[config.mk]
export PLATFORM = sky130hd
export DESIGN_NAME = autoreload_pwm_timer
export DESIGN_NICKNAME = d
export VERILOG_FILES = /design/src/autoreload_pwm_pkg.sv /design/src/autoreload_pwm_timer.sv
export SDC_FILE = /design/constraint.sdc
export NUM_CORES = 1
export LEC_CHECK = 0
export ABC_AREA = 1
export ABC_CLOCK_PERIOD_IN_PS = 2060
export BUFFER_PORTS_ARGS = -buffer_cell sky130_fd_sc_hd__buf_2
export CORE_MARGIN = 2
export CORE_UTILIZATION = 45
export DETAILED_ROUTE_END_ITERATION = 8
export GPL_ROUTABILITY_DRIVEN = 0
export GPL_TIMING_DRIVEN = 0
export MAX_ROUTING_LAYER = met4
export PLACE_DENSITY = 0.8
export SYNTH_ARGS = -nofsm -noshare
export SYNTH_HDL_FRONTEND = slang
export SYNTH_SLANG_ARGS = --single-unit
[constraint.sdc]
create_clock -name aclk -period 2.06 [get_ports aclk]
set_input_delay 0.206 -clock aclk [delete_from_list [all_inputs] [get_ports aclk]]
set_output_delay 0.206 -clock aclk [all_outputs]
set_load 0.01 [all_outputs]
[src/autoreload_pwm_pkg.sv]
// autoreload_pwm_pkg: register indices, field positions, reset values and
// clock-select codes for the 12-bit auto-reload pulse timer.
// assumes a 32-bit AXI4-Lite slave, byte address = 4 * register index.
package autoreload_pwm_pkg;
  // bus geometry
  localparam int ADDR_W = 8;
  localparam int IDX_W = 6;
  localparam int IDX_LSB = 2;
  localparam logic [1:0] RESP_OKAY = 2'h0;
  localparam logic [1:0] RESP_SLVERR = 2'h2;
  // register indices (byte address is four times these)
  localparam logic [IDX_W-1:0] IDX_CTRL_STATUS = 6'h0D;
  localparam logic [IDX_W-1:0] IDX_COUNT_HIGH = 6'h0E;
  localparam logic [IDX_W-1:0] IDX_COUNT_LOW = 6'h0F;
  localparam logic [IDX_W-1:0] IDX_RELOAD_HIGH = 6'h10;
  localparam logic [IDX_W-1:0] IDX_RELOAD_LOW = 6'h11;
  localparam logic [IDX_W-1:0] IDX_OUT_CTRL = 6'h12;
  localparam logic [IDX_W-1:0] IDX_CHAN_STATUS = 6'h13;
  localparam logic [IDX_W-1:0] IDX_DUTY_UPPER = 6'h17;
  localparam logic [IDX_W-1:0] IDX_DUTY_LOWER = 6'h18;
  // field positions
  localparam int CS_CK_HI = 4;
  localparam int CS_CK_LO = 3;
  localparam int CS_OVF_BIT = 2;
  localparam int CS_ROLLOVER_IRQ_ENABLE_BIT = 1;
  localparam int CS_COMPARE_IRQ_ENABLE_BIT = 0;
  localparam int CH_POL_BIT = 1;
  localparam int CH_CMPF_BIT = 0;
  localparam int OC_OE_BIT = 0;
  // counter geometry and reset values
  localparam int COUNT_W = 12;
  localparam int HIGH_W = 4;
  localparam logic [COUNT_W-1:0] COUNT_MAX = 12'hFFF;
  localparam logic [COUNT_W-1:0] COUNT_RESET = 12'h000;
  localparam logic [COUNT_W-1:0] COUNT_ONE = 12'h001;
  localparam logic [7:0] BYTE_RESET = 8'h00;
  localparam logic [HIGH_W-1:0] HIGH_RESET = 4'h0;
  localparam int SLOW_DIV_W = 5;
  localparam logic [SLOW_DIV_W-1:0] SLOW_LAST = 5'h1F;
  localparam logic [SLOW_DIV_W-1:0] SLOW_RESET = 5'h00;
  localparam logic [SLOW_DIV_W-1:0] SLOW_ONE = 5'h01;
  // counter clock selection codes
  typedef enum logic [1:0] {
    CK_OFF = 2'h0,
    CK_LITE = 2'h1,
    CK_CPU = 2'h2,
    CK_RSVD = 2'h3
  } clk_sel_t;
endpackage : autoreload_pwm_pkg

[src/autoreload_pwm_timer.sv]
// autoreload_pwm_timer: 12-bit auto-reload upcounter with one pulse channel,
// compare flag, polarity, shadow duty copy and an AXI4-Lite register slave.
// assumes power-mode inputs come from logic on aclk; the lite timebase
// tick arrives from outside and is synchronised here.
// Notes on behaviour
// - 12-bit upcounter counts selected clocks, restarts from reload value on overflow.
// - reset clears counter so counting starts at zero.
// - period is 4096 minus reload value counter clocks.
// - overflow loads reload, moves preloaded duty to active, drives pulse high.
// - counter equal to active duty drives pulse low until next overflow.
// - polarity bit inverts pulse; gives 0% or 100% with zero values.
// - enable bit hands pin to push-pull pulse, else pin is general I/O.
// - upper byte write suspends compare until lower byte is written.
// - with output disabled, new compare value is used at once.
// - match sets compare flag, requests interrupt when enabled.
// - zero compare value never produces a compare event.
// - overflow copies duty to shadow; pulse mode compares shadow, compare mode duty.
// - slow mode divides counter clock by 32; wait mode has no effect.
// - halt stops timer; active-halt too unless lite clock and rollover irq enabled.
// - clock field 00 off, 01 lite, 10 cpu, 11 reserved; applied at overflow, or at once while off or reserved is active.
// - overflow sets rollover flag, status read clears it, irq when enabled.
// - rollover flag clears at the next counter clock without overflow, or at a status read.
// - compare flag cleared by reading channel status register.
//
// Decided for this implementation: the AXI4-Lite register port and the placing of the registers.
`timescale 1ns/1ps
module autoreload_pwm_timer
  import autoreload_pwm_pkg::*;
(
  input wire logic aclk, // 20 MHz system clock
  input wire logic aresetn, // synchronous reset, active low
  input wire logic clk_en, // freezes all state when low
  input wire logic lite_timebase_clock, // lite timer timebase tick, async
  input wire logic slow_mode, // cpu in slow mode
  input wire logic halt_mode, // cpu in halt
  input wire logic active_halt_mode, // cpu in active-halt
  input wire logic [ADDR_W-1:0] s_axi_awaddr, // write address
  input wire logic s_axi_awvalid, // write address valid
  output logic s_axi_awready, // write address ready
  input wire logic [31:0] s_axi_wdata, // write data
  input wire logic [3:0] s_axi_wstrb, // write strobes
  input wire logic s_axi_wvalid, // write data valid
  output logic s_axi_wready, // write data ready
  output logic [1:0] s_axi_bresp, // write response
  output logic s_axi_bvalid, // write response valid
  input wire logic s_axi_bready, // write response ready
  input wire logic [ADDR_W-1:0] s_axi_araddr, // read address
  input wire logic s_axi_arvalid, // read address valid
  output logic s_axi_arready, // read address ready
  output logic [31:0] s_axi_rdata, // read data
  output logic [1:0] s_axi_rresp, // read response
  output logic s_axi_rvalid, // read data valid
  input wire logic s_axi_rready, // read data ready
  output logic pulse_output_o, // pulse pin output value
  output logic pulse_output_oe_n, // pulse pin enable, low drives
  output logic pulse_alt_sel, // pin given to alternate function
  output logic rollover_irq, // rollover interrupt request
  output logic compare_irq, // compare interrupt request
  output logic rollover_wake // rollover may leave active-halt
);

  // register index from byte address
  function automatic logic [IDX_W-1:0] reg_index(input logic [ADDR_W-1:0] addr);
    reg_index = addr[IDX_LSB +: IDX_W];
  endfunction : reg_index

  // control and data state
  logic [COUNT_W-1:0] count_value_reg, count_value_next;
  logic [COUNT_W-1:0] reload_value_reg;
  logic [HIGH_W-1:0] duty_upper_byte_reg;
  logic [7:0] duty_lower_byte_reg;
  logic [COUNT_W-1:0] shadow_duty_reg;
  logic compare_locked_reg;
  logic [1:0] ck_field_reg;
  clk_sel_t sel_active_reg;
  logic rollover_flag_reg, rollover_irq_enable_reg, compare_irq_enable_reg;
  logic compare_match_flag_reg, polarity_reg, pulse_pin_enable_reg, pulse_reg;
  logic [SLOW_DIV_W-1:0] slow_div_reg;
  logic [HIGH_W-1:0] high_latch_reg;
  logic lite_s1_reg, lite_s2_reg, lite_s3_reg;

  // bus state
  logic aw_held_reg, w_held_reg;
  logic [ADDR_W-1:0] awaddr_reg;
  logic [7:0] wbyte_reg;
  logic wlane_reg;
  logic bvalid_reg, rvalid_reg;
  logic [1:0] bresp_reg, rresp_reg;
  logic [31:0] rdata_reg;

  // counter clock generation
  logic lite_rise, base_tick, stopped, slow_step, tick, overflow;
  logic [COUNT_W-1:0] duty_value, compare_value;
  logic compare_hit;
  assign lite_rise = lite_s2_reg & ~lite_s3_reg;
  assign base_tick = (sel_active_reg == CK_CPU) |
                     ((sel_active_reg == CK_LITE) & lite_rise);
  assign stopped = halt_mode | (active_halt_mode &
                   ~((sel_active_reg == CK_LITE) & rollover_irq_enable_reg));
  assign slow_step = clk_en & base_tick & ~stopped & slow_mode;
  assign tick = clk_en & base_tick & ~stopped &
                (~slow_mode | (slow_div_reg == SLOW_LAST));
  assign overflow = tick & (count_value_reg == COUNT_MAX);
  assign count_value_next = overflow ? reload_value_reg
                                     : count_value_reg + COUNT_ONE;

  // compare source and match
  assign duty_value = {duty_upper_byte_reg, duty_lower_byte_reg};
  assign compare_value = pulse_pin_enable_reg ? shadow_duty_reg : duty_value;
  assign compare_hit = tick & ~compare_locked_reg & (compare_value != COUNT_RESET) &
                       (count_value_next == compare_value);

  // bus decode
  logic wr_fire, rd_fire;
  logic [IDX_W-1:0] wr_idx, rd_idx;
  logic wr_cs, wr_reload_hi, wr_reload_lo, wr_oc, wr_chan, wr_duty_hi, wr_duty_lo;
  logic rd_cs, rd_chan, rd_cnt_hi, rd_cnt_lo, rd_mapped, wr_mapped;
  assign wr_fire = clk_en & aw_held_reg & w_held_reg & ~bvalid_reg;
  assign rd_fire = clk_en & s_axi_arvalid & s_axi_arready;
  assign wr_idx = reg_index(awaddr_reg);
  assign rd_idx = reg_index(s_axi_araddr);
  assign wr_cs = wr_fire & wlane_reg & (wr_idx == IDX_CTRL_STATUS);
  assign wr_reload_hi = wr_fire & wlane_reg & (wr_idx == IDX_RELOAD_HIGH);
  assign wr_reload_lo = wr_fire & wlane_reg & (wr_idx == IDX_RELOAD_LOW);
  assign wr_oc = wr_fire & wlane_reg & (wr_idx == IDX_OUT_CTRL);
  assign wr_chan = wr_fire & wlane_reg & (wr_idx == IDX_CHAN_STATUS);
  assign wr_duty_hi = wr_fire & wlane_reg & (wr_idx == IDX_DUTY_UPPER);
  assign wr_duty_lo = wr_fire & wlane_reg & (wr_idx == IDX_DUTY_LOWER);
  assign wr_mapped = (wr_idx == IDX_CTRL_STATUS) | (wr_idx == IDX_COUNT_HIGH) |
                     (wr_idx == IDX_COUNT_LOW) | (wr_idx == IDX_RELOAD_HIGH) |
                     (wr_idx == IDX_RELOAD_LOW) | (wr_idx == IDX_OUT_CTRL) |
                     (wr_idx == IDX_CHAN_STATUS) | (wr_idx == IDX_DUTY_UPPER) |
                     (wr_idx == IDX_DUTY_LOWER);
  assign rd_cs = rd_fire & (rd_idx == IDX_CTRL_STATUS);
  assign rd_chan = rd_fire & (rd_idx == IDX_CHAN_STATUS);
  assign rd_cnt_hi = rd_fire & (rd_idx == IDX_COUNT_HIGH);
  assign rd_cnt_lo = rd_fire & (rd_idx == IDX_COUNT_LOW);

  // read data selection
  logic [7:0] rd_byte;
  always_comb begin
    rd_mapped = 1'b1;
    rd_byte = BYTE_RESET;
    if (rd_idx == IDX_CTRL_STATUS) begin
      rd_byte[CS_CK_HI:CS_CK_LO] = ck_field_reg;
      rd_byte[CS_OVF_BIT] = rollover_flag_reg;
      rd_byte[CS_ROLLOVER_IRQ_ENABLE_BIT] = rollover_irq_enable_reg;
      rd_byte[CS_COMPARE_IRQ_ENABLE_BIT] = compare_irq_enable_reg;
    end else if (rd_idx == IDX_COUNT_HIGH) begin
      rd_byte[HIGH_W-1:0] = high_latch_reg;
    end else if (rd_idx == IDX_COUNT_LOW) begin
      rd_byte = count_value_reg[7:0];
    end else if (rd_idx == IDX_RELOAD_HIGH) begin
      rd_byte[HIGH_W-1:0] = reload_value_reg[COUNT_W-1:8];
    end else if (rd_idx == IDX_RELOAD_LOW) begin
      rd_byte = reload_value_reg[7:0];
    end else if (rd_idx == IDX_OUT_CTRL) begin
      rd_byte[OC_OE_BIT] = pulse_pin_enable_reg;
    end else if (rd_idx == IDX_CHAN_STATUS) begin
      rd_byte[CH_POL_BIT] = polarity_reg;
      rd_byte[CH_CMPF_BIT] = compare_match_flag_reg;
    end else if (rd_idx == IDX_DUTY_UPPER) begin
      rd_byte[HIGH_W-1:0] = duty_upper_byte_reg;
    end else if (rd_idx == IDX_DUTY_LOWER) begin
      rd_byte = duty_lower_byte_reg;
    end else begin
      rd_mapped = 1'b0;
    end
  end

  // handshake outputs
  assign s_axi_awready = clk_en & ~aw_held_reg & ~bvalid_reg;
  assign s_axi_wready = clk_en & ~w_held_reg & ~bvalid_reg;
  assign s_axi_arready = clk_en & ~rvalid_reg;
  assign s_axi_bvalid = bvalid_reg;
  assign s_axi_bresp = bresp_reg;
  assign s_axi_rvalid = rvalid_reg;
  assign s_axi_rresp = rresp_reg;
  assign s_axi_rdata = rdata_reg;

  // write channel capture and response
  always_ff @(posedge aclk) begin
    if (!aresetn) begin
      aw_held_reg <= 1'b0;
      w_held_reg <= 1'b0;
      awaddr_reg <= '0;
      wbyte_reg <= BYTE_RESET;
      wlane_reg <= 1'b0;
      bvalid_reg <= 1'b0;
      bresp_reg <= RESP_OKAY;
    end else if (clk_en) begin
      if (s_axi_awvalid && s_axi_awready) begin
        aw_held_reg <= 1'b1;
        awaddr_reg <= s_axi_awaddr;
      end
      if (s_axi_wvalid && s_axi_wready) begin
        w_held_reg <= 1'b1;
        wbyte_reg <= s_axi_wdata[7:0];
        wlane_reg <= s_axi_wstrb[0];
      end
      if (wr_fire) begin
        aw_held_reg <= 1'b0;
        w_held_reg <= 1'b0;
        bvalid_reg <= 1'b1;
        bresp_reg <= wr_mapped ? RESP_OKAY : RESP_SLVERR;
      end else if (bvalid_reg && s_axi_bready) begin
        bvalid_reg <= 1'b0;
      end
    end
  end

  // read channel
  always_ff @(posedge aclk) begin
    if (!aresetn) begin
      rvalid_reg <= 1'b0;
      rresp_reg <= RESP_OKAY;
      rdata_reg <= '0;
    end else if (clk_en) begin
      if (rd_fire) begin
        rvalid_reg <= 1'b1;
        rresp_reg <= rd_mapped ? RESP_OKAY : RESP_SLVERR;
        rdata_reg <= {24'h000000, rd_byte};
      end else if (rvalid_reg && s_axi_rready) begin
        rvalid_reg <= 1'b0;
      end
    end
  end

  // software-written configuration
  always_ff @(posedge aclk) begin
    if (!aresetn) begin
      ck_field_reg <= CK_OFF;
      rollover_irq_enable_reg <= 1'b0;
      compare_irq_enable_reg <= 1'b0;
      reload_value_reg <= COUNT_RESET;
      pulse_pin_enable_reg <= 1'b0;
      polarity_reg <= 1'b0;
    end else begin
      if (wr_cs) begin
        ck_field_reg <= wbyte_reg[CS_CK_HI:CS_CK_LO];
        rollover_irq_enable_reg <= wbyte_reg[CS_ROLLOVER_IRQ_ENABLE_BIT];
        compare_irq_enable_reg <= wbyte_reg[CS_COMPARE_IRQ_ENABLE_BIT];
      end
      if (wr_reload_hi) begin
        reload_value_reg[COUNT_W-1:8] <= wbyte_reg[HIGH_W-1:0];
      end
      if (wr_reload_lo) begin
        reload_value_reg[7:0] <= wbyte_reg;
      end
      if (wr_oc) begin
        pulse_pin_enable_reg <= wbyte_reg[OC_OE_BIT];
      end
      if (wr_chan) begin
        polarity_reg <= wbyte_reg[CH_POL_BIT];
      end
    end
  end

  // duty preload, compare lock and shadow copy
  always_ff @(posedge aclk) begin
    if (!aresetn) begin
      duty_upper_byte_reg <= HIGH_RESET;
      duty_lower_byte_reg <= BYTE_RESET;
      compare_locked_reg <= 1'b0;
      shadow_duty_reg <= COUNT_RESET;
    end else begin
      if (wr_duty_hi) begin
        duty_upper_byte_reg <= wbyte_reg[HIGH_W-1:0];
        compare_locked_reg <= 1'b1;
      end
      if (wr_duty_lo) begin
        duty_lower_byte_reg <= wbyte_reg;
        compare_locked_reg <= 1'b0;
      end
      if (overflow) begin
        shadow_duty_reg <= duty_value;
      end
    end
  end

  // lite timebase synchroniser and edge memory
  always_ff @(posedge aclk) begin
    if (!aresetn) begin
      lite_s1_reg <= 1'b0;
      lite_s2_reg <= 1'b0;
      lite_s3_reg <= 1'b0;
    end else if (clk_en) begin
      lite_s1_reg <= lite_timebase_clock;
      lite_s2_reg <= lite_s1_reg;
      lite_s3_reg <= lite_s2_reg;
    end
  end

  // counter, slow prescaler and clock selection
  always_ff @(posedge aclk) begin
    if (!aresetn) begin
      count_value_reg <= COUNT_RESET;
      slow_div_reg <= SLOW_RESET;
      sel_active_reg <= CK_OFF;
    end else begin
      if (tick) begin
        count_value_reg <= count_value_next;
        slow_div_reg <= SLOW_RESET;
      end else if (slow_step) begin
        slow_div_reg <= slow_div_reg + SLOW_ONE;
      end
      // off and reserved never overflow, so a new choice applies at once
      if (clk_en && (overflow || sel_active_reg == CK_OFF || sel_active_reg == CK_RSVD)) begin
        sel_active_reg <= clk_sel_t'(ck_field_reg);
      end
    end
  end

  // status flags, set wins over clear
  always_ff @(posedge aclk) begin
    if (!aresetn) begin
      rollover_flag_reg <= 1'b0;
      compare_match_flag_reg <= 1'b0;
    end else begin
      if (overflow) begin
        rollover_flag_reg <= 1'b1;
      end else if (tick || rd_cs) begin
        rollover_flag_reg <= 1'b0;
      end
      if (compare_hit) begin
        compare_match_flag_reg <= 1'b1;
      end else if (rd_chan) begin
        compare_match_flag_reg <= 1'b0;
      end
    end
  end

  // pulse generation and count high latch
  always_ff @(posedge aclk) begin
    if (!aresetn) begin
      pulse_reg <= 1'b0;
      high_latch_reg <= HIGH_RESET;
    end else begin
      if (compare_hit) begin
        pulse_reg <= 1'b0;
      end else if (overflow) begin
        pulse_reg <= 1'b1;
      end
      if (rd_cnt_lo) begin
        high_latch_reg <= count_value_reg[COUNT_W-1:8];
      end
    end
  end

  // pin and request outputs, registered
  always_ff @(posedge aclk) begin
    if (!aresetn) begin
      pulse_output_o <= 1'b0;
      pulse_output_oe_n <= 1'b1;
      pulse_alt_sel <= 1'b0;
      rollover_irq <= 1'b0;
      compare_irq <= 1'b0;
      rollover_wake <= 1'b0;
    end else if (clk_en) begin
      pulse_output_o <= pulse_reg ^ polarity_reg;
      pulse_output_oe_n <= ~pulse_pin_enable_reg;
      pulse_alt_sel <= pulse_pin_enable_reg;
      rollover_irq <= rollover_flag_reg & rollover_irq_enable_reg;
      compare_irq <= compare_match_flag_reg & compare_irq_enable_reg;
      rollover_wake <= rollover_flag_reg & rollover_irq_enable_reg &
                       (sel_active_reg == CK_LITE);
    end
  end

endmodule : autoreload_pwm_timer

==> results.txt <==
PnR worst setup slack: -0.1339 ns
Global route total overflow: 0
Iteration-0 DRC Markers: 421
Remaining DRCs: 2
Final Critical Period: 2.194 ns
Inserted Clock Buffers: 9
Worst vdd ir: 479.0 uV
Largest cells by area after synthesis: dfxtp_1, nand2_1, o21ai_0
Vias: 5455
IO Pins: 111
Die Span X: 112.9 um
Crit path launch: slow_div_reg[1]
Mapped Avg Cell Area: 6.950 sq um
Drt total wl: 15.07 mm
Antenna Cells: 0
Slowest CP cell: dfxtp_2
Crit path max-delay family: simple AND/OR/NAND/NOR gates
Logic pwr share: 0.077
Cells after Synth: 768
Buffer depth of the longest clock path: 2
Cell total after placement: 989
Yosys warns: 0
Post-DP HPWL: 10.92 mm
CTS Hold Bufs: 0
Critical path class: flip-flop to flip-flop
Core area: 0.01152 sq mm
Hold_ws: 0.08681 ns
Clock network fraction of total power: 0.440
Wire per inst: 14.76 um
Global Route Usage Sum: 0.2398
Crit path buf inv count: 4
TritonRoute pass-1 iters: 7
Hold Vio Cnt, Final: 0
Critical Path End Type: flip-flop
Starting Density: 0.4635
Worst Path Max Fanout: 5
Pwr Total: 0.004402 W
Final setup violation count: 2
Tcrit/Tclk final: 1.065
Clock Skew: 0.007730 ns
Pre-CTS setup slack: -0.3711 ns
NetSw: 0.001087 W
Clock Sinks: 107
Rows: 39
Nets: 940
Post-synth top flop: dfxtp_1
Pwr per Cell Area: 667.5 mW/mm^2
Synth top area share: 0.4013
Post-route insts no fill: 1021
RSZ-0062 raised after global routing: true
First-pass GRT wire length: 23.70 mm
Max Cap Viol: 0
Slew HR: 0.5850
Critical Path RT: 2.36 ns
Crit-path cells: ha_4 -> inv_2 -> nor2_2 -> ha_2 -> inv_2 -> nand2_4 -> nand3_4 -> buf_12 -> clkbuf_16 -> nand2_2 -> a21oi_1 -> nor2_1 -> nand2_2 -> nor2_4 -> nand2_2 -> a21oi_2
Final TNS setup: -0.1940 ns
Worst R2R End: compare_match_flag_reg
Clk_lat worst skew: 0.36 ns
CP Launch Type: flip-flop
Share of cells above drive strength 1: 0.2141
Remaining antenna violation count: 0
Async set or reset register ratio after synthesis: 0
Synth cell types: 40
Vias per cell: 5.343
DIE AREA: 0.01275 sq mm
Hold Startpoint: lite_timebase_clock
Yosys reg bits: 107
Slew Limit Fails: 0
Largest area contributor in the netlist: dfxtp_1
Switching Fraction: 0.2468
Port bufs: 53
Hold path depth: 3
Post-synthesis cell area: 0.005338 sq mm
Outcome: finished with violations
Pint: 0.003315 W
CP Data Arrival Time: 2.49 ns
Antenna violations before repair: 0
Sequential element share of the synthesized area: 0.4013
Pleak: 2.757 nW
Root Driver: clkbuf_16
Fmax: 455.8 MHz
Number of global-route vias before repair: 4874
Largest net degree at the start of global routing: 20
Worst Hold End: lite_s1_reg
Failing checks: DRC, setup timing
Area delta synth->final: 23.53%
FF-to-FF Start: slow_div_reg[1]
Die Y: 112.9 um
CP most frequent cell: nand2_2
R2R setup slack: -0.13 ns
CTS tree: built
Largest stage delay, worst path: 0.37 ns
H-tree Lvls: 3
R2r worst-path depth: 16
Flop pwr share: 0.483
Worst slew pin tran: 0.6178 ns
HP Class: input port to flip-flop
CTS clk-pin slew, worst paths: 0.08 ns
Post-synth EDFFs: 0
==> logic make-up after synthesis <==
family                   after synthesis  share of synthesized area
flip-flops                           107                     0.4013
AND/OR/NAND/NOR                      297                     0.2473
XOR/XNOR                               9                    0.01477
buffers and inverters                145                     0.1240
adder cells (fa/ha/maj)                3                   0.007033
AO/OA/AOI/OAI                        206                     0.2049
other                                  1                  0.0007026
==> worst register-to-register path, cell delays in order (launching register included) <==
cell and delay (ns):
dfxtp_2 0.37, ha_4 0.15, inv_2 0.04, nor2_2 0.08
ha_2 0.19, inv_2 0.04, nand2_4 0.12, nand3_4 0.13
buf_12 0.16, clkbuf_16 0.14, nand2_2 0.07, a21oi_1 0.06
nor2_1 0.16, nand2_2 0.09, nor2_4 0.13, nand2_2 0.07
a21oi_2 0.12
==> power groups by stage <==
stage	registers [W]	clock network, W	logic, W
after CTS	0.00213	0.00194	0.000323
after global placement	0.00218	0	0.000313
final	0.00213	0.00194	0.000337
after global routing	0.00213	0.00203	0.000378
after detailed placement	0.00218	0	0.000317
after floorplan	0.00218	0	0.000214
==> cell type report <==
| cell class | count | area (sq um) |
|---|---|---|
| inverter | 92 | 347.8 |
| timing repair buffer | 69 | 415.4 |
| clock buffer | 9 | 225.2 |
| tap | 143 | 178.9 |
| sequential | 107 | 2158 |
| clock inverter | 7 | 105.1 |
| multi-input combinational | 541 | 2815 |
| fill | 1066 | 4922 |
| buffer | 53 | 347.8 |
==> cell usage in the layout, fill, tap and decap left out, drive strengths merged, types with 3 or more instances in the layout <==
cell | synthesis | final
conb | 1 | 26
buf | 35 | 103
xor2 | 8 | 8
clkbuf | 18 | 28
a31oi | 3 | 3
nand4 | 20 | 20
o21ai | 93 | 93
a211oi | 5 | 5
o21a | 4 | 4
nor3 | 13 | 13
nand3 | 27 | 27
nor2 | 78 | 78
a21oi | 84 | 84
ha | 3 | 3
nand3b | 3 | 3
a221oi | 3 | 3
o22ai | 12 | 12
inv | 92 | 96
nand2 | 150 | 150
dfxtp | 107 | 107
==> layer usage <==
metal	track usage	vias up	part of all wire
li1	-	2711	-
met1	0.3035	2448	0.43
met2	0.3675	245	0.46
met3	0.06427	51	0.078
met4	0.09350	0	0.037
met5	-	-	0
==> cells in the mapped netlist, types with 5 or more instances <==
cell / count
o21ai_0: 91
nor2_1: 73
xor2_1: 8
dfxtp_1: 107
nor3_1: 11
nand4_1: 20
inv_1: 91
nand2_2: 8
a211oi_1: 5
o22ai_1: 12
nand2_1: 142
buf_4: 26
a21oi_1: 83
clkbuf_1: 18
nand3_1: 26
==> how the worst max path moves through the flow <==
stage                                  end  slack (ns)  cells after the start
floorplan           compare_match_flag_reg        0.04                     15
global placement    compare_match_flag_reg       -0.32                     16
detailed placement  compare_match_flag_reg       -0.37                     15
CTS                 compare_match_flag_reg       -0.08                     17
global route        compare_match_flag_reg       -0.29                     15
finish              compare_match_flag_reg       -0.13                     16
==> stage by stage <==
| stage | utilization | instance area (sq um) |
|---|---|---|
| 2_1_floorplan | - | 5431 |
| 3_3_place_gp | 0.5102 | 5876 |
| 3_5_place_dp | 0.5102 | 5876 |
| 4_1_cts | 0.5466 | 6295 |
| 5_1_grt | 0.5726 | 6594 |
| 6_report | 0.5726 | 6594 |
==> repair_timing <==
item	4_1_cts	5_1_grt
gates cloned	0	1
gates resized for setup	21	62
endpoints found under the setup margin	35	38
buffers inserted	4	11
pin swaps	2	31
(Power assumes the default switching activity.)
